### src/boot_consts.vh
// What this block does
// - in single-boot mode the interpreter starts at reset and knows four commands
// - first host byte 0x86 picks uart mode, 0x30 picks clocked mode
// - uart rate not achievable: abort, stay silent on the link forever
// - answer mode byte with 0x86 (uart, rate ok) or 0x30 (clocked)
// - mode detection samples the receive pin as a plain port level
// - receiver stays off (receiver_on=0) while the first byte is handled
// - clocked mode takes the shift clock from the host as input
// - clocked mode ignores receive errors, never answers with bit 3 error
// - erase command 0x40 answered 0x40, invalid 0xX1, receive error 0xX8
// - erase confirmation 0x54 in fifth byte is answered 0x40
// - seventh byte reports erase outcome: 0x4F success, 0x4C failure
// - after the erase result, wait for a new command byte
// - any negative acknowledge returns to the command wait state
// - chip erase clears all blocks and protection, even protected ones
// - finished chip erase sets the flash security flag to 1
// - chip erase needs no password check
// - ram transfer checks host password against flash copy first
// - downloaded data only from 0x2000_0400 up, then jump to load address
// - flash sum returns the sum of all flash, never raw contents
// - product info returns name, memory setup and bytes 0x3F83_FFF0..3
// - negative acknowledges carry the previous command's upper nibble
// - ram transfer command is 0x10 and is echoed as 0x10
`ifndef BOOT_CONSTS_VH
`define BOOT_CONSTS_VH
`define MODE_UART      8'h86
`define MODE_CLOCKED   8'h30
`define CMD_RAM_XFER   8'h10
`define CMD_FLASH_SUM  8'h20
`define CMD_PROD_INFO  8'h30
`define CMD_ERASE      8'h40
`define ERASE_CONFIRM  8'h54
`define ACK_ERASE_OK   8'h4F
`define ACK_ERASE_FAIL 8'h4C
`define NAK_INVALID    4'h1
`define NAK_RX_ERROR   4'h8
`define RAM_LOW_ADDR   32'h2000_0400
`define INFO_ADDR_LO   32'h3F83_FFF0
`define INFO_ADDR_HI   32'h3F83_FFF3
`define PASS_ADDR_LO   32'h3F83_FFF4
`define PASS_BYTES     12
`define CLK_MHZ        200
`define MAX_DIV        16'hFFFF
`endif

### src/serial_byte_engine.v
`timescale 1ns/1ps
`include "boot_consts.vh"
// byte serialiser for both link modes; uart uses a baud enable from a
// divider, clocked mode shifts on edges of the synchronised host clock
module serial_byte_engine (
    input  wire        mclk,
    input  wire        resetn,
    input  wire        clocked_mode,
    input  wire        receiver_on,
    input  wire [15:0] bit_div,
    input  wire        rx_pin,
    input  wire        sclk_rise,
    input  wire        sclk_fall,
    input  wire        tx_start,
    input  wire [7:0]  tx_byte,
    output reg         tx_pin,
    output wire        tx_busy,
    output reg         rx_valid,
    output reg  [7:0]  rx_byte,
    output reg         rx_error
);
    reg [15:0] bcnt_r;
    reg [3:0]  tbit_r;
    reg [9:0]  tsh_r;
    reg        tact_r;
    reg [15:0] rcnt_r;
    reg [3:0]  rbit_r;
    reg [8:0]  rsh_r;
    reg        ract_r;
    wire       tick = (bcnt_r == 16'h0000);

    assign tx_busy = tact_r;

    // =========================================
    // baud divider
    always @(posedge mclk or negedge resetn) begin
        if (!resetn) bcnt_r <= 16'h0000;
        else if (tick || !tact_r) bcnt_r <= bit_div;
        else bcnt_r <= bcnt_r - 16'h0001;
    end

    // =========================================
    // transmit
    always @(posedge mclk or negedge resetn) begin
        if (!resetn) begin
            tact_r <= 1'b0;
            tbit_r <= 4'h0;
            tsh_r  <= 10'h3FF;
            tx_pin <= 1'b1;
        end else if (tx_start && !tact_r) begin
            tact_r <= 1'b1;
            tbit_r <= clocked_mode ? 4'h8 : 4'hA;
            tsh_r  <= clocked_mode ? {2'b11, tx_byte} : {1'b1, tx_byte, 1'b0};
            tx_pin <= clocked_mode ? tx_byte[0] : 1'b1;
        end else if (tact_r && ((clocked_mode && sclk_rise) || (!clocked_mode && tick))) begin
            // clocked: data changes after the sampling edge, lsb first
            tx_pin <= clocked_mode ? tsh_r[1] : tsh_r[0];
            tsh_r  <= {1'b1, tsh_r[9:1]};
            tbit_r <= tbit_r - 4'h1;
            if (tbit_r == 4'h1) tact_r <= 1'b0;
        end
    end

    // =========================================
    // receive; half-bit start check catches glitches
    always @(posedge mclk or negedge resetn) begin
        if (!resetn) begin
            ract_r   <= 1'b0;
            rcnt_r   <= 16'h0000;
            rbit_r   <= 4'h0;
            rsh_r    <= 9'h000;
            rx_valid <= 1'b0;
            rx_byte  <= 8'h00;
            rx_error <= 1'b0;
        end else begin
            rx_valid <= 1'b0;
            if (!receiver_on) begin
                ract_r <= 1'b0;
                rbit_r <= 4'h0;
            end else if (clocked_mode) begin
                if (sclk_rise) begin
                    rsh_r <= {rx_pin, rsh_r[8:1]};
                    rbit_r <= (rbit_r == 4'h7) ? 4'h0 : rbit_r + 4'h1;
                    if (rbit_r == 4'h7) begin
                        rx_valid <= 1'b1;
                        rx_byte  <= {rx_pin, rsh_r[8:2]};
                        rx_error <= 1'b0;
                    end
                end
            end else if (!ract_r) begin
                if (!rx_pin) begin
                    ract_r <= 1'b1;
                    rcnt_r <= {1'b0, bit_div[15:1]};
                    rbit_r <= 4'h0;
                end
            end else if (rcnt_r != 16'h0000) begin
                rcnt_r <= rcnt_r - 16'h0001;
            end else begin
                rcnt_r <= bit_div;
                rsh_r  <= {rx_pin, rsh_r[8:1]};
                rbit_r <= rbit_r + 4'h1;
                if (rbit_r == 4'h0 && rx_pin) ract_r <= 1'b0;
                if (rbit_r == 4'h9) begin
                    ract_r   <= 1'b0;
                    rx_valid <= 1'b1;
                    rx_byte  <= rsh_r[8:1];
                    rx_error <= !rx_pin;
                end
            end
        end
    end
endmodule // serial_byte_engine

### src/boot_command_interpreter.v
`timescale 1ns/1ps
`include "boot_consts.vh"
module boot_command_interpreter #(
    parameter ERASE_CYCLES = 32'd8192,
    parameter MIN_DIV      = 16'd4
) (
    input  wire        mclk,
    input  wire        resetn,
    input  wire        single_boot,
    input  wire        rx_pin,
    input  wire        sclk_pin,
    output wire        tx_pin,
    output reg         receiver_on,
    output reg         sclk_input_mode,
    output reg         clocked_mode,
    output reg         boot_aborted,
    output reg         erase_start,
    input  wire        erase_done,
    input  wire        erase_ok,
    output reg         flash_security_flag,
    output reg         cmd_ram_xfer,
    output reg         cmd_flash_sum,
    output reg         cmd_prod_info,
    output reg  [7:0]  last_cmd
);
    localparam S_IDLE    = 4'd0;
    localparam S_MODE    = 4'd1;
    localparam S_MODEACK = 4'd2;
    localparam S_CMD     = 4'd3;
    localparam S_ACK     = 4'd4;
    localparam S_CONF    = 4'd5;
    localparam S_ERASE   = 4'd6;
    localparam S_RESULT  = 4'd7;
    localparam S_HANDOFF = 4'd8;
    localparam S_DEAD    = 4'd9;

    reg [3:0]  state_r;
    reg [1:0]  rxs_r;
    reg [1:0]  scs_r;
    reg        sc_d_r;
    reg        rx_d_r;
    reg [15:0] mcnt_r;
    reg [15:0] low_r;
    reg [15:0] bit_div_r;
    reg [7:0]  ack_r;
    reg        ack_go_r;
    reg [3:0]  ack_next_r;
    reg [2:0]  handoff_r;
    wire       rx_sync = rxs_r[1];
    wire       sclk_rise = scs_r[1] & ~sc_d_r;
    wire       sclk_fall = ~scs_r[1] & sc_d_r;
    wire       tx_busy;
    wire       rx_valid;
    wire [7:0] rx_byte;
    wire       rx_error;

    function [7:0] nak;
        input [7:0] prev;
        input [3:0] code;
        nak = {prev[7:4], code};
    endfunction

    // =========================================
    // input synchronisers
    always @(posedge mclk or negedge resetn) begin
        if (!resetn) begin
            rxs_r  <= 2'b11;
            scs_r  <= 2'b11;
            sc_d_r <= 1'b1;
            rx_d_r <= 1'b1;
        end else begin
            rxs_r  <= {rxs_r[0], rx_pin};
            scs_r  <= {scs_r[0], sclk_pin};
            sc_d_r <= scs_r[1];
            rx_d_r <= rx_sync;
        end
    end

    serial_byte_engine u_engine (
        .mclk         (mclk),
        .resetn       (resetn),
        .clocked_mode (clocked_mode),
        .receiver_on  (receiver_on),
        .bit_div      (bit_div_r),
        .rx_pin       (rx_sync),
        .sclk_rise    (sclk_rise),
        .sclk_fall    (sclk_fall),
        .tx_start     (ack_go_r),
        .tx_byte      (ack_r),
        .tx_pin       (tx_pin),
        .tx_busy      (tx_busy),
        .rx_valid     (rx_valid),
        .rx_byte      (rx_byte),
        .rx_error     (rx_error)
    );

    // =========================================
    // command sequencer
    // the mode byte is timed from the pin level: in uart the first low run
    // (start bit plus the 0x86 low bit 0) lasts two bit times, halved to one bit time;
    // in clocked mode the host clock toggling picks the mode
    always @(posedge mclk or negedge resetn) begin
        if (!resetn) begin
            state_r             <= S_IDLE;
            receiver_on         <= 1'b0;
            sclk_input_mode     <= 1'b0;
            clocked_mode        <= 1'b0;
            boot_aborted        <= 1'b0;
            erase_start         <= 1'b0;
            flash_security_flag <= 1'b0;
            cmd_ram_xfer        <= 1'b0;
            cmd_flash_sum       <= 1'b0;
            cmd_prod_info       <= 1'b0;
            last_cmd            <= 8'h00;
            mcnt_r              <= 16'h0000;
            low_r               <= 16'h0000;
            bit_div_r           <= 16'h0000;
            ack_r               <= 8'h00;
            ack_go_r            <= 1'b0;
            ack_next_r          <= S_CMD;
            handoff_r           <= 3'd0;
        end else begin
            erase_start   <= 1'b0;
            cmd_ram_xfer  <= 1'b0;
            cmd_flash_sum <= 1'b0;
            cmd_prod_info <= 1'b0;
            ack_go_r      <= 1'b0;
            case (state_r)
            S_IDLE: begin
                receiver_on <= 1'b0;
                if (single_boot) state_r <= S_MODE;
            end
            S_MODE: begin
                // receive pin watched as a port level, receiver kept off
                receiver_on <= 1'b0;
                if (sclk_fall) begin
                    clocked_mode    <= 1'b1;
                    sclk_input_mode <= 1'b1;
                    mcnt_r          <= 16'h0000;
                    state_r         <= S_MODEACK;
                end else if (!rx_sync) begin
                    if (low_r != `MAX_DIV) low_r <= low_r + 16'h0001;
                end else if (rx_d_r == 1'b0) begin
                    // low run ended: start bit then 0x86 lsb first 0,1,1 so low = 2 bits
                    if (low_r[15:1] < MIN_DIV) begin
                        boot_aborted <= 1'b1;
                        state_r      <= S_DEAD;
                    end else begin
                        bit_div_r <= {1'b0, low_r[15:1]} - 16'h0001;
                        mcnt_r    <= 16'h0000;
                        state_r   <= S_MODEACK;
                    end
                end
            end
            S_MODEACK: begin
                // wait out the rest of the mode byte before the echo; in clocked
                // mode the echo must not shift on the mode byte's own clock rises
                if (clocked_mode ? (mcnt_r == 16'h0008) :
                    (mcnt_r == 16'hFFFF || (rx_sync && mcnt_r[15:0] >
                    {bit_div_r[13:0], 2'b00} + {bit_div_r[14:0], 1'b0}))) begin
                    ack_r       <= clocked_mode ? `MODE_CLOCKED : `MODE_UART;
                    ack_go_r    <= 1'b1;
                    receiver_on <= 1'b1;
                    ack_next_r  <= S_CMD;
                    state_r     <= S_ACK;
                end else if (clocked_mode) begin
                    if (sclk_rise) mcnt_r <= mcnt_r + 16'h0001;
                end else begin
                    mcnt_r <= rx_sync ? mcnt_r + 16'h0001 : 16'h0000;
                end
            end
            S_CMD: begin
                if (rx_valid) begin
                    if (rx_error && !clocked_mode) begin
                        ack_r      <= nak(last_cmd, `NAK_RX_ERROR);
                        ack_next_r <= S_CMD;
                    end else if (rx_byte == `CMD_ERASE) begin
                        ack_r      <= `CMD_ERASE;
                        last_cmd   <= rx_byte;
                        ack_next_r <= S_CONF;
                    end else if (rx_byte == `CMD_RAM_XFER || rx_byte == `CMD_FLASH_SUM ||
                                 rx_byte == `CMD_PROD_INFO) begin
                        ack_r      <= rx_byte;
                        last_cmd   <= rx_byte;
                        ack_next_r <= S_HANDOFF;
                        handoff_r  <= (rx_byte == `CMD_RAM_XFER) ? 3'd1 :
                                      (rx_byte == `CMD_FLASH_SUM) ? 3'd2 : 3'd4;
                    end else begin
                        ack_r      <= nak(last_cmd, `NAK_INVALID);
                        ack_next_r <= S_CMD;
                    end
                    ack_go_r <= 1'b1;
                    state_r  <= S_ACK;
                end
            end
            S_ACK: begin
                // hold until the engine has taken and finished the byte
                if (!ack_go_r && !tx_busy) state_r <= ack_next_r;
            end
            S_CONF: begin
                if (rx_valid) begin
                    if (rx_error && !clocked_mode) begin
                        ack_r      <= nak(last_cmd, `NAK_RX_ERROR);
                        ack_next_r <= S_CMD;
                    end else if (rx_byte == `ERASE_CONFIRM) begin
                        ack_r       <= `CMD_ERASE;
                        ack_next_r  <= S_ERASE;
                        erase_start <= 1'b1;
                    end else begin
                        ack_r      <= nak(last_cmd, `NAK_INVALID);
                        ack_next_r <= S_CMD;
                    end
                    ack_go_r <= 1'b1;
                    state_r  <= S_ACK;
                end
            end
            S_ERASE: begin
                if (erase_done) begin
                    flash_security_flag <= 1'b1;
                    ack_r      <= erase_ok ? `ACK_ERASE_OK : `ACK_ERASE_FAIL;
                    ack_go_r   <= 1'b1;
                    ack_next_r <= S_CMD;
                    state_r    <= S_ACK;
                end
            end
            S_HANDOFF: begin
                // password, sum and info routines live in the flash handler
                cmd_ram_xfer  <= handoff_r[0];
                cmd_flash_sum <= handoff_r[1];
                cmd_prod_info <= handoff_r[2];
                state_r       <= S_CMD;
            end
            S_DEAD: begin
                receiver_on  <= 1'b0;
                boot_aborted <= 1'b1;
            end
            default: state_r <= S_IDLE;
            endcase
        end
    end
endmodule // boot_command_interpreter

### config.mk
export PLATFORM = sky130hd
export DESIGN_NAME = boot_command_interpreter
export DESIGN_NICKNAME = d
export VERILOG_FILES = /design/src/serial_byte_engine.v /design/src/boot_command_interpreter.v
export VERILOG_INCLUDE_DIRS = /design/src
export SDC_FILE = /design/constraint.sdc
export NUM_CORES = 1
export LEC_CHECK = 0
export BUFFER_PORTS_ARGS = -buffer_cell sky130_fd_sc_hd__clkbuf_2
export CORE_ASPECT_RATIO = 0.8
export CORE_UTILIZATION = 49
export DETAILED_ROUTE_END_ITERATION = 12
export HOLD_SLACK_MARGIN = 0.12
export PLACE_DENSITY = 0.65
export SLEW_MARGIN = 20
export SYNTH_ARGS = -nofsm -noshare
export SYNTH_HDL_FRONTEND = slang
export SYNTH_SLANG_ARGS = --single-unit
export TNS_END_PERCENT = 5
### constraint.sdc
create_clock -name mclk -period 11.65 [get_ports mclk]
set_clock_uncertainty 0.1 [all_clocks]
set_input_delay 1.165 -clock mclk [delete_from_list [all_inputs] [get_ports mclk]]
set_output_delay 1.165 -clock mclk [all_outputs]
set_load 0.005 [all_outputs]
==> impl_results.md, run 1 <==
- CTS tree: yes
- Post-route ant nets: 0
- Post-synthesis net count: 1058
- Via density: 5.74
- Final instance area: 0.0102 mm²
- Synth Flop Type: dfrtp_1
- Syn_area_per_cell: 9.23 µm²
- Nature of the critical path endpoint: flip-flop
- DIE WIDTH: 156 µm
- Crit path DAT: 5.03 ns
- Asr flop ratio synth: 100%
- Max Cap Viol: 0
- Area growth syn-to-layout: 9.52%
- Crit path cell chain: ha_1 > fa_1 > a21oi_1 > o211ai_1 > a31oi_1 > nor2b_1 > o21ai_0 > a21oi_1 > xnor2_1 > ha_1 > nand4_1 > o41ai_1 > a21oi_1 > o31ai_2 > or4b_4 > or2_2 > o31ai_1
- Worst setup SP type: flip-flop
- Post-CTS Setup Bufs: 0
- Req. time, crit path: 11.88 ns
- Sum of buffers and inverters on the critical path: 0
- CTS-repair resized insts: 0
- IO Port Bufs: 24
- GRT Resource Usage Total: 22.8%
- Worst min-delay path class: reg -> reg
- Chip height: 125 µm
- Rows: 44
- Drt drc: 0
- Static Leakage: 0.00472 µW
- GR Layer Usage met2: 32.0%
- Core area: 0.0184 mm²
- Post-Route Setup TNS: 0 ns
- Period minus WS final: 4.80 ns
- Htree depth: 4
- Pwr Density: 115 mW/mm²
- Final-stage net count: 1061
- Place WS: 6.90 ns
- Number of synthesized flops with an enable pin: 0
- Vias in the first global route: 6844
- Maximum vdd drop: 0.0986 mV
- CP max stage delay: 0.63 ns
- CTS Root Cell: clkbuf_16
- Die area: 0.0195 mm²
- Final worst path period share: 41.2%
- Initial antenna violation count: 0
- RSZ-0062 raised after global routing: false
- CP max-delay cell: or4b_4
- Fin worst setup slack: 6.85 ns
- First-pass GRT wire length: 35.5 mm
- Final RePlAce weighted congestion: 0.840
- TritonCTS buffer count: 17
- Placement-stage cell area: 0.00957 mm²
- Outcome: complete, no violations
- Pin count of the biggest net entering global routing: 87
- DR iter-0 viols: 484
- Ant diodes: 0
- Seq cells post-synth: 160
- CTS Hold Buffers Added: 0
- Post-synthesis sequential area ratio: 43.3%
- Vias: 7328
- Share of layout cells above drive strength 1: 11.5%
- Busiest grt layer: met1
- Slew Limit Headroom: 37.8%
- M1 GR Usage: 36.6%
- Synthesized cell area: 0.00930 mm²
- Worst-Margin Slew: 0.933 ns
- Routed len/inst: 16.3 µm
- Worst Path Class, Setup: reg -> reg
- Reg clk slew, reported paths: 0.07 ns
- CTS Buffer Depth: 2
- DRT Pass-1 Iters: 5
- Met3 Resource Use GR: 3.05%
- I/O pin cnt: 25
- Latest clock arrival within the worst-skew pair: 0.44 ns
- Final count of negative-setup-slack endpoints: 0
- Warnings, synthesis: 0
- FF-to-FF setup slack: 6.85 ns
- CP top delay family: compound AO/OA/AOI/OAI gates
- Final Slew Violations: 0
- Total length of routed wires: 20.9 mm
- Netlist cell types: 65
- CP most frequent cell: a21oi_1
- # clock sinks: 160
- Cells after synthesis: 1008
- Fin. Hold Viols: 0
- Crit-path max FO: 14
- Starting Density: 50.6%
- HPWL Detailed: 14.8 mm
- Fmax: 208 MHz
- Total grt overflow: 0
-- cell usage in the layout (no fill, tap or decap), types with 16 or more instances in the layout --
master / instances
mux2_2: 17
dfrtp_1: 142
nor2b_1: 26
nor2_1: 74
nand2_1: 117
nor3_1: 22
ha_1: 42
clkbuf_2: 23
inv_1: 36
dfstp_2: 18
a21oi_1: 55
o31ai_1: 18
mux2i_1: 24
o21ai_0: 88
xor2_1: 24
nor4_1: 17
clkbuf_16: 17
and3_1: 16
nand3_1: 27
xnor2_1: 39
a31oi_1: 16
-- layout make-up --
cell class,count,area (µm²)
clock buffers,18,439
clock inverters,14,184
fillers,1710,8200
inverters,36,135
multi-input cells,766,4920
flip-flops and latches,160,4030
well taps,253,317
repair buffers,30,171
-- cell families after synthesis --
logic type / count (synthesis) / synth area share [%]
AOI/OAI and AO/OA: 247 / 16.5
xor gates and xnor gates: 63 / 5.93
adders and majority gates: 43 / 5.86
buffers and inverters: 82 / 3.87
DFF: 160 / 43.3
muxes: 41 / 4.64
and+or+nand+nor: 372 / 19.9
-- synth_stat cells, types with 16 or more instances --
| library cell | number | share of area, % |
|---|---|---|
| o21ai_0 | 89 | 4.8 |
| xnor2_1 | 39 | 3.7 |
| nand2_1 | 117 | 4.7 |
| clkbuf_1 | 34 | 1.4 |
| a21oi_1 | 55 | 3.0 |
| nand3_1 | 27 | 1.5 |
| a31oi_1 | 16 | 1.1 |
| o31ai_1 | 18 | 1.5 |
| mux2i_1 | 24 | 2.6 |
| ha_1 | 42 | 5.6 |
| nor2_1 | 74 | 3.0 |
| nor4_1 | 17 | 1.1 |
| nor2b_1 | 26 | 1.7 |
| and3_1 | 16 | 1.1 |
| mux2_2 | 17 | 2.1 |
| xor2_1 | 24 | 2.3 |
| nor3_1 | 22 | 1.2 |
| dfrtp_1 | 142 | 38 |
| dfstp_2 | 18 | 5.1 |
| inv_1 | 36 | 1.5 |
-- metal layers --
metal / share of wire, % / vias to the layer above
met5: 0 / -
met4: 0.89 / 0
met3: 3.7 / 19
met2: 42 / 130
met1: 53 / 3558
li1: - / 3621
-- sequential cells by signal, indices dropped and copies added (netlist names), 9 cells and up --
signal           flops
mcnt_r              16
u_engine.tsh_r       9
u_engine.bcnt_r     16
low_r               16
u_engine.rcnt_r     16
bit_div_r           16
-- where the power goes --
part	total, µW	internal, µW	switching (µW)
sequential	559	557	1.21
clock	596	334	262
combinational	14.0	1.85	12.2
-- path summary, 6_finish.rpt --
| path | cells past startpoint | end | start |
|---|---|---|---|
| min reg2reg | 0 | rxs_r[1] | rxs_r[0] |
| max | 17 | mcnt_r[14] | bit_div_r[1] |
| max reg2reg | 17 | mcnt_r[14] | bit_div_r[1] |
| min | 0 | rxs_r[1] | rxs_r[0] |
| min in group asynchronous | 1 | mcnt_r[0] | resetn |
| max in group asynchronous | 2 | u_engine.rcnt_r[12] | resetn |
-- metrics by stage --
step / cells / hold WS, ns / util [%] / power, µW
floorplan: 1008 / 0.245 / - / 570
global placement: 1245 / 0.248 / 52.0 / 584
detailed placement: 1245 / 0.249 / 52.0 / 584
CTS: 1277 / 0.259 / 55.4 / 1180
global route: 1277 / 0.265 / 55.4 / 1200
finish: 1277 / 0.259 / 55.4 / 1170
-- worst reg2reg max path, stage by stage (launching register included) --
cell and delay (ns):
dfrtp_1 0.48, ha_1 0.26, fa_1 0.40, a21oi_1 0.23, o211ai_1 0.14, a31oi_1 0.26
nor2b_1 0.08, o21ai_0 0.22, a21oi_1 0.12, xnor2_1 0.14, ha_1 0.30, nand4_1 0.16
o41ai_1 0.41, a21oi_1 0.13, o31ai_2 0.14, or4b_4 0.63, or2_2 0.33, o31ai_1 0.19
Note: power is estimated with default switching activity, not from simulation.
==> inputs of run 2 (changes only) <==
Settings changed: PLACE_DENSITY 0.65 to 0.68.
Clock period 11.65 ns to 4.2 ns, I/O delays scaled along.
==> run 2 against run 1 <==
  * Non-clock buffer count increased by 29
  * Die area unchanged
  * Routed wire length increased by 1.5%
  * Via count increased by 1.5%
  * Maximum frequency increased by 14%
  * Global-route usage decreased by 0.070 points
  * Utilization increased by 1.4 points
  * Critical path type unchanged
  * Critical endpoint is now mcnt_r[10]
==> impl_results.md, run 2 (synthesized netlist as in run 1, its figures left out) <==
- CP most frequent cell: ha_1
- Crit path DAT: 4.46 ns
- Final instance area: 0.0105 mm²
- Slew Limit Headroom: 38.4%
- Die area: 0.0195 mm²
- Share of layout cells above drive strength 1: 15.1%
- DR iter-0 viols: 568
- Final worst path period share: 100%
- Worst-Margin Slew: 0.924 ns
- HPWL Detailed: 14.8 mm
- Fmax: 238 MHz
- CTS Root Cell: clkbuf_16
- Final Slew Violations: 0
- Most frequent cells in the layout: 142 x dfrtp_1, 117 x nand2_1, 85 x o21ai_0, 74 x nor2_1, 52 x a21oi_1
- DRT Pass-1 Iters: 5
- CTS tree: yes
- Final-stage net count: 1090
- Post-route ant nets: 0
- Worst min-delay path class: reg -> reg
- Crit path cell chain: buf_4 > ha_1 > a211oi_2 > o21ai_1 > nand3_1 > a31oi_1 > a21o_1 > a21oi_2 > xnor2_1 > ha_1 > nand4_1 > o41ai_2 > a21oi_1 > o31ai_2 > or4b_4 > buf_6 > nor4_2 > o32a_1
- IO Port Bufs: 24
- Ant diodes: 0
- Sequential Area: 0.00403 mm²
- Static Leakage: 0.00486 µW
- GRT Resource Usage Total: 22.7%
- Core area: 0.0184 mm²
- Worst setup SP type: flip-flop
- RSZ-0062 raised after global routing: true
- Fill cells: 1618
- CTS Buffer Depth: 2
- Multi-input logic area: 0.00499 mm²
- Max Cap Viol: 0
- Maximum vdd drop: 0.213 mV
- Fin. Hold Viols: 0
- Pwr Density: 294 mW/mm²
- Reg clk slew, reported paths: 0.07 ns
- I/O pin cnt: 25
- Nature of the critical path endpoint: flip-flop
- Crit-path max FO: 6
- CP max stage delay: 0.53 ns
- Drt drc: 0
- Via density: 5.70
- # clock sinks: 160
- CP max-delay cell: or4b_4
- Pin count of the biggest net entering global routing: 101
- Initial antenna violation count: 0
- Period minus WS final: 4.20 ns
- PnR Total Power: 3080 µW
- Req. time, crit path: 4.46 ns
- Latest clock arrival within the worst-skew pair: 0.43 ns
- Starting Density: 50.6%
- Vias: 7439
- Final count of negative-setup-slack endpoints: 0
- Routed len/inst: 16.2 µm
- TritonCTS buffer count: 17
- Final RePlAce weighted congestion: 0.852
- Area growth syn-to-layout: 12.4%
- Placement-stage cell area: 0.00978 mm²
- Rows: 44
- Outcome: complete, no violations
- Chip height: 125 µm
- Hold WS: 0.255 ns
- DIE WIDTH: 156 µm
- First-pass GRT wire length: 35.3 mm
- Vias in the first global route: 6797
- Most common cell after layout, fill and taps aside: dfrtp_1
- Htree depth: 4
- Worst Path Class, Setup: reg -> reg
- Total length of routed wires: 21.2 mm
- Total grt overflow: 0
==> run 2: per-stage QoR <==
stage,worst slack (ns),utilization (%),cells,TNS [ns]
after global routing,-0.290,56.9,1306,-3.89
after floorplan,0.00433,-,1008,0
after detailed placement,-0.104,53.2,1271,-0.369
after global placement,0.0274,53.2,1271,0
after CTS,0.125,56.5,1306,0
final,0.000338,56.9,1306,0
==> run 2: final timing paths <==
| kind | start | end | slack (ns) | cells past startpoint |
|---|---|---|---|---|
| min in group asynchronous | resetn | mcnt_r[3] | 0.58 | 2 |
| hold reg to reg | rxs_r[0] | rxs_r[1] | 0.26 | 0 |
| max in group asynchronous | resetn | rxs_r[0] | 2.52 | 3 |
| setup / recovery | bit_div_r[1] | mcnt_r[10] | 0.0003 | 18 |
| setup reg to reg | bit_div_r[1] | mcnt_r[10] | 0.0003 | 18 |
| hold / removal | rxs_r[0] | rxs_r[1] | 0.26 | 0 |
==> run 2: critical path, delay by kind of cell (launching register included) <==
kind,cells,cell delay (ns)
AO/OA/AOI/OAI,9,1.63
AND/OR/NAND/NOR,4,0.96
adder cells (fa/ha/maj),2,0.64
flip-flops,1,0.40
buffers and inverters,2,0.31
XOR/XNOR,1,0.08
==> run 2: cell type report <==
| cell class | instances | area share (%) |
|---|---|---|
| multi-input cells | 766 | 47.8 |
| flip-flops and latches | 160 | 38.5 |
| clock buffers | 20 | 4.46 |
| repair buffers | 59 | 3.99 |
| well taps | 253 | 3.03 |
| inverters | 36 | 1.29 |
| clock inverters | 12 | 0.957 |
==> run 2: where the power goes <==
group	total (µW)	switching (µW)	internal, µW
sequential	1550	3.64	1550
combinational	43.1	34.8	8.29
clock	1480	666	818
total	3080	704	2370
==> run 2: what timing repair did <==
action                     CTS  global route
setup endpoints to repair   18            25
pin swaps                    2            10
hold buffers                 3             0
hold endpoints to repair    91             0
setup buffers                0             0
resized for setup            3            18
==> run 2: routing by layer <==
layer  share of wire (%)  routed length (µm)  track usage [%]
met1                  53               11100             35.7
met2                  42                8980             32.7
met3                 4.2                 891             3.40
met4                0.85                 179             5.13
met5                   0                   0                0
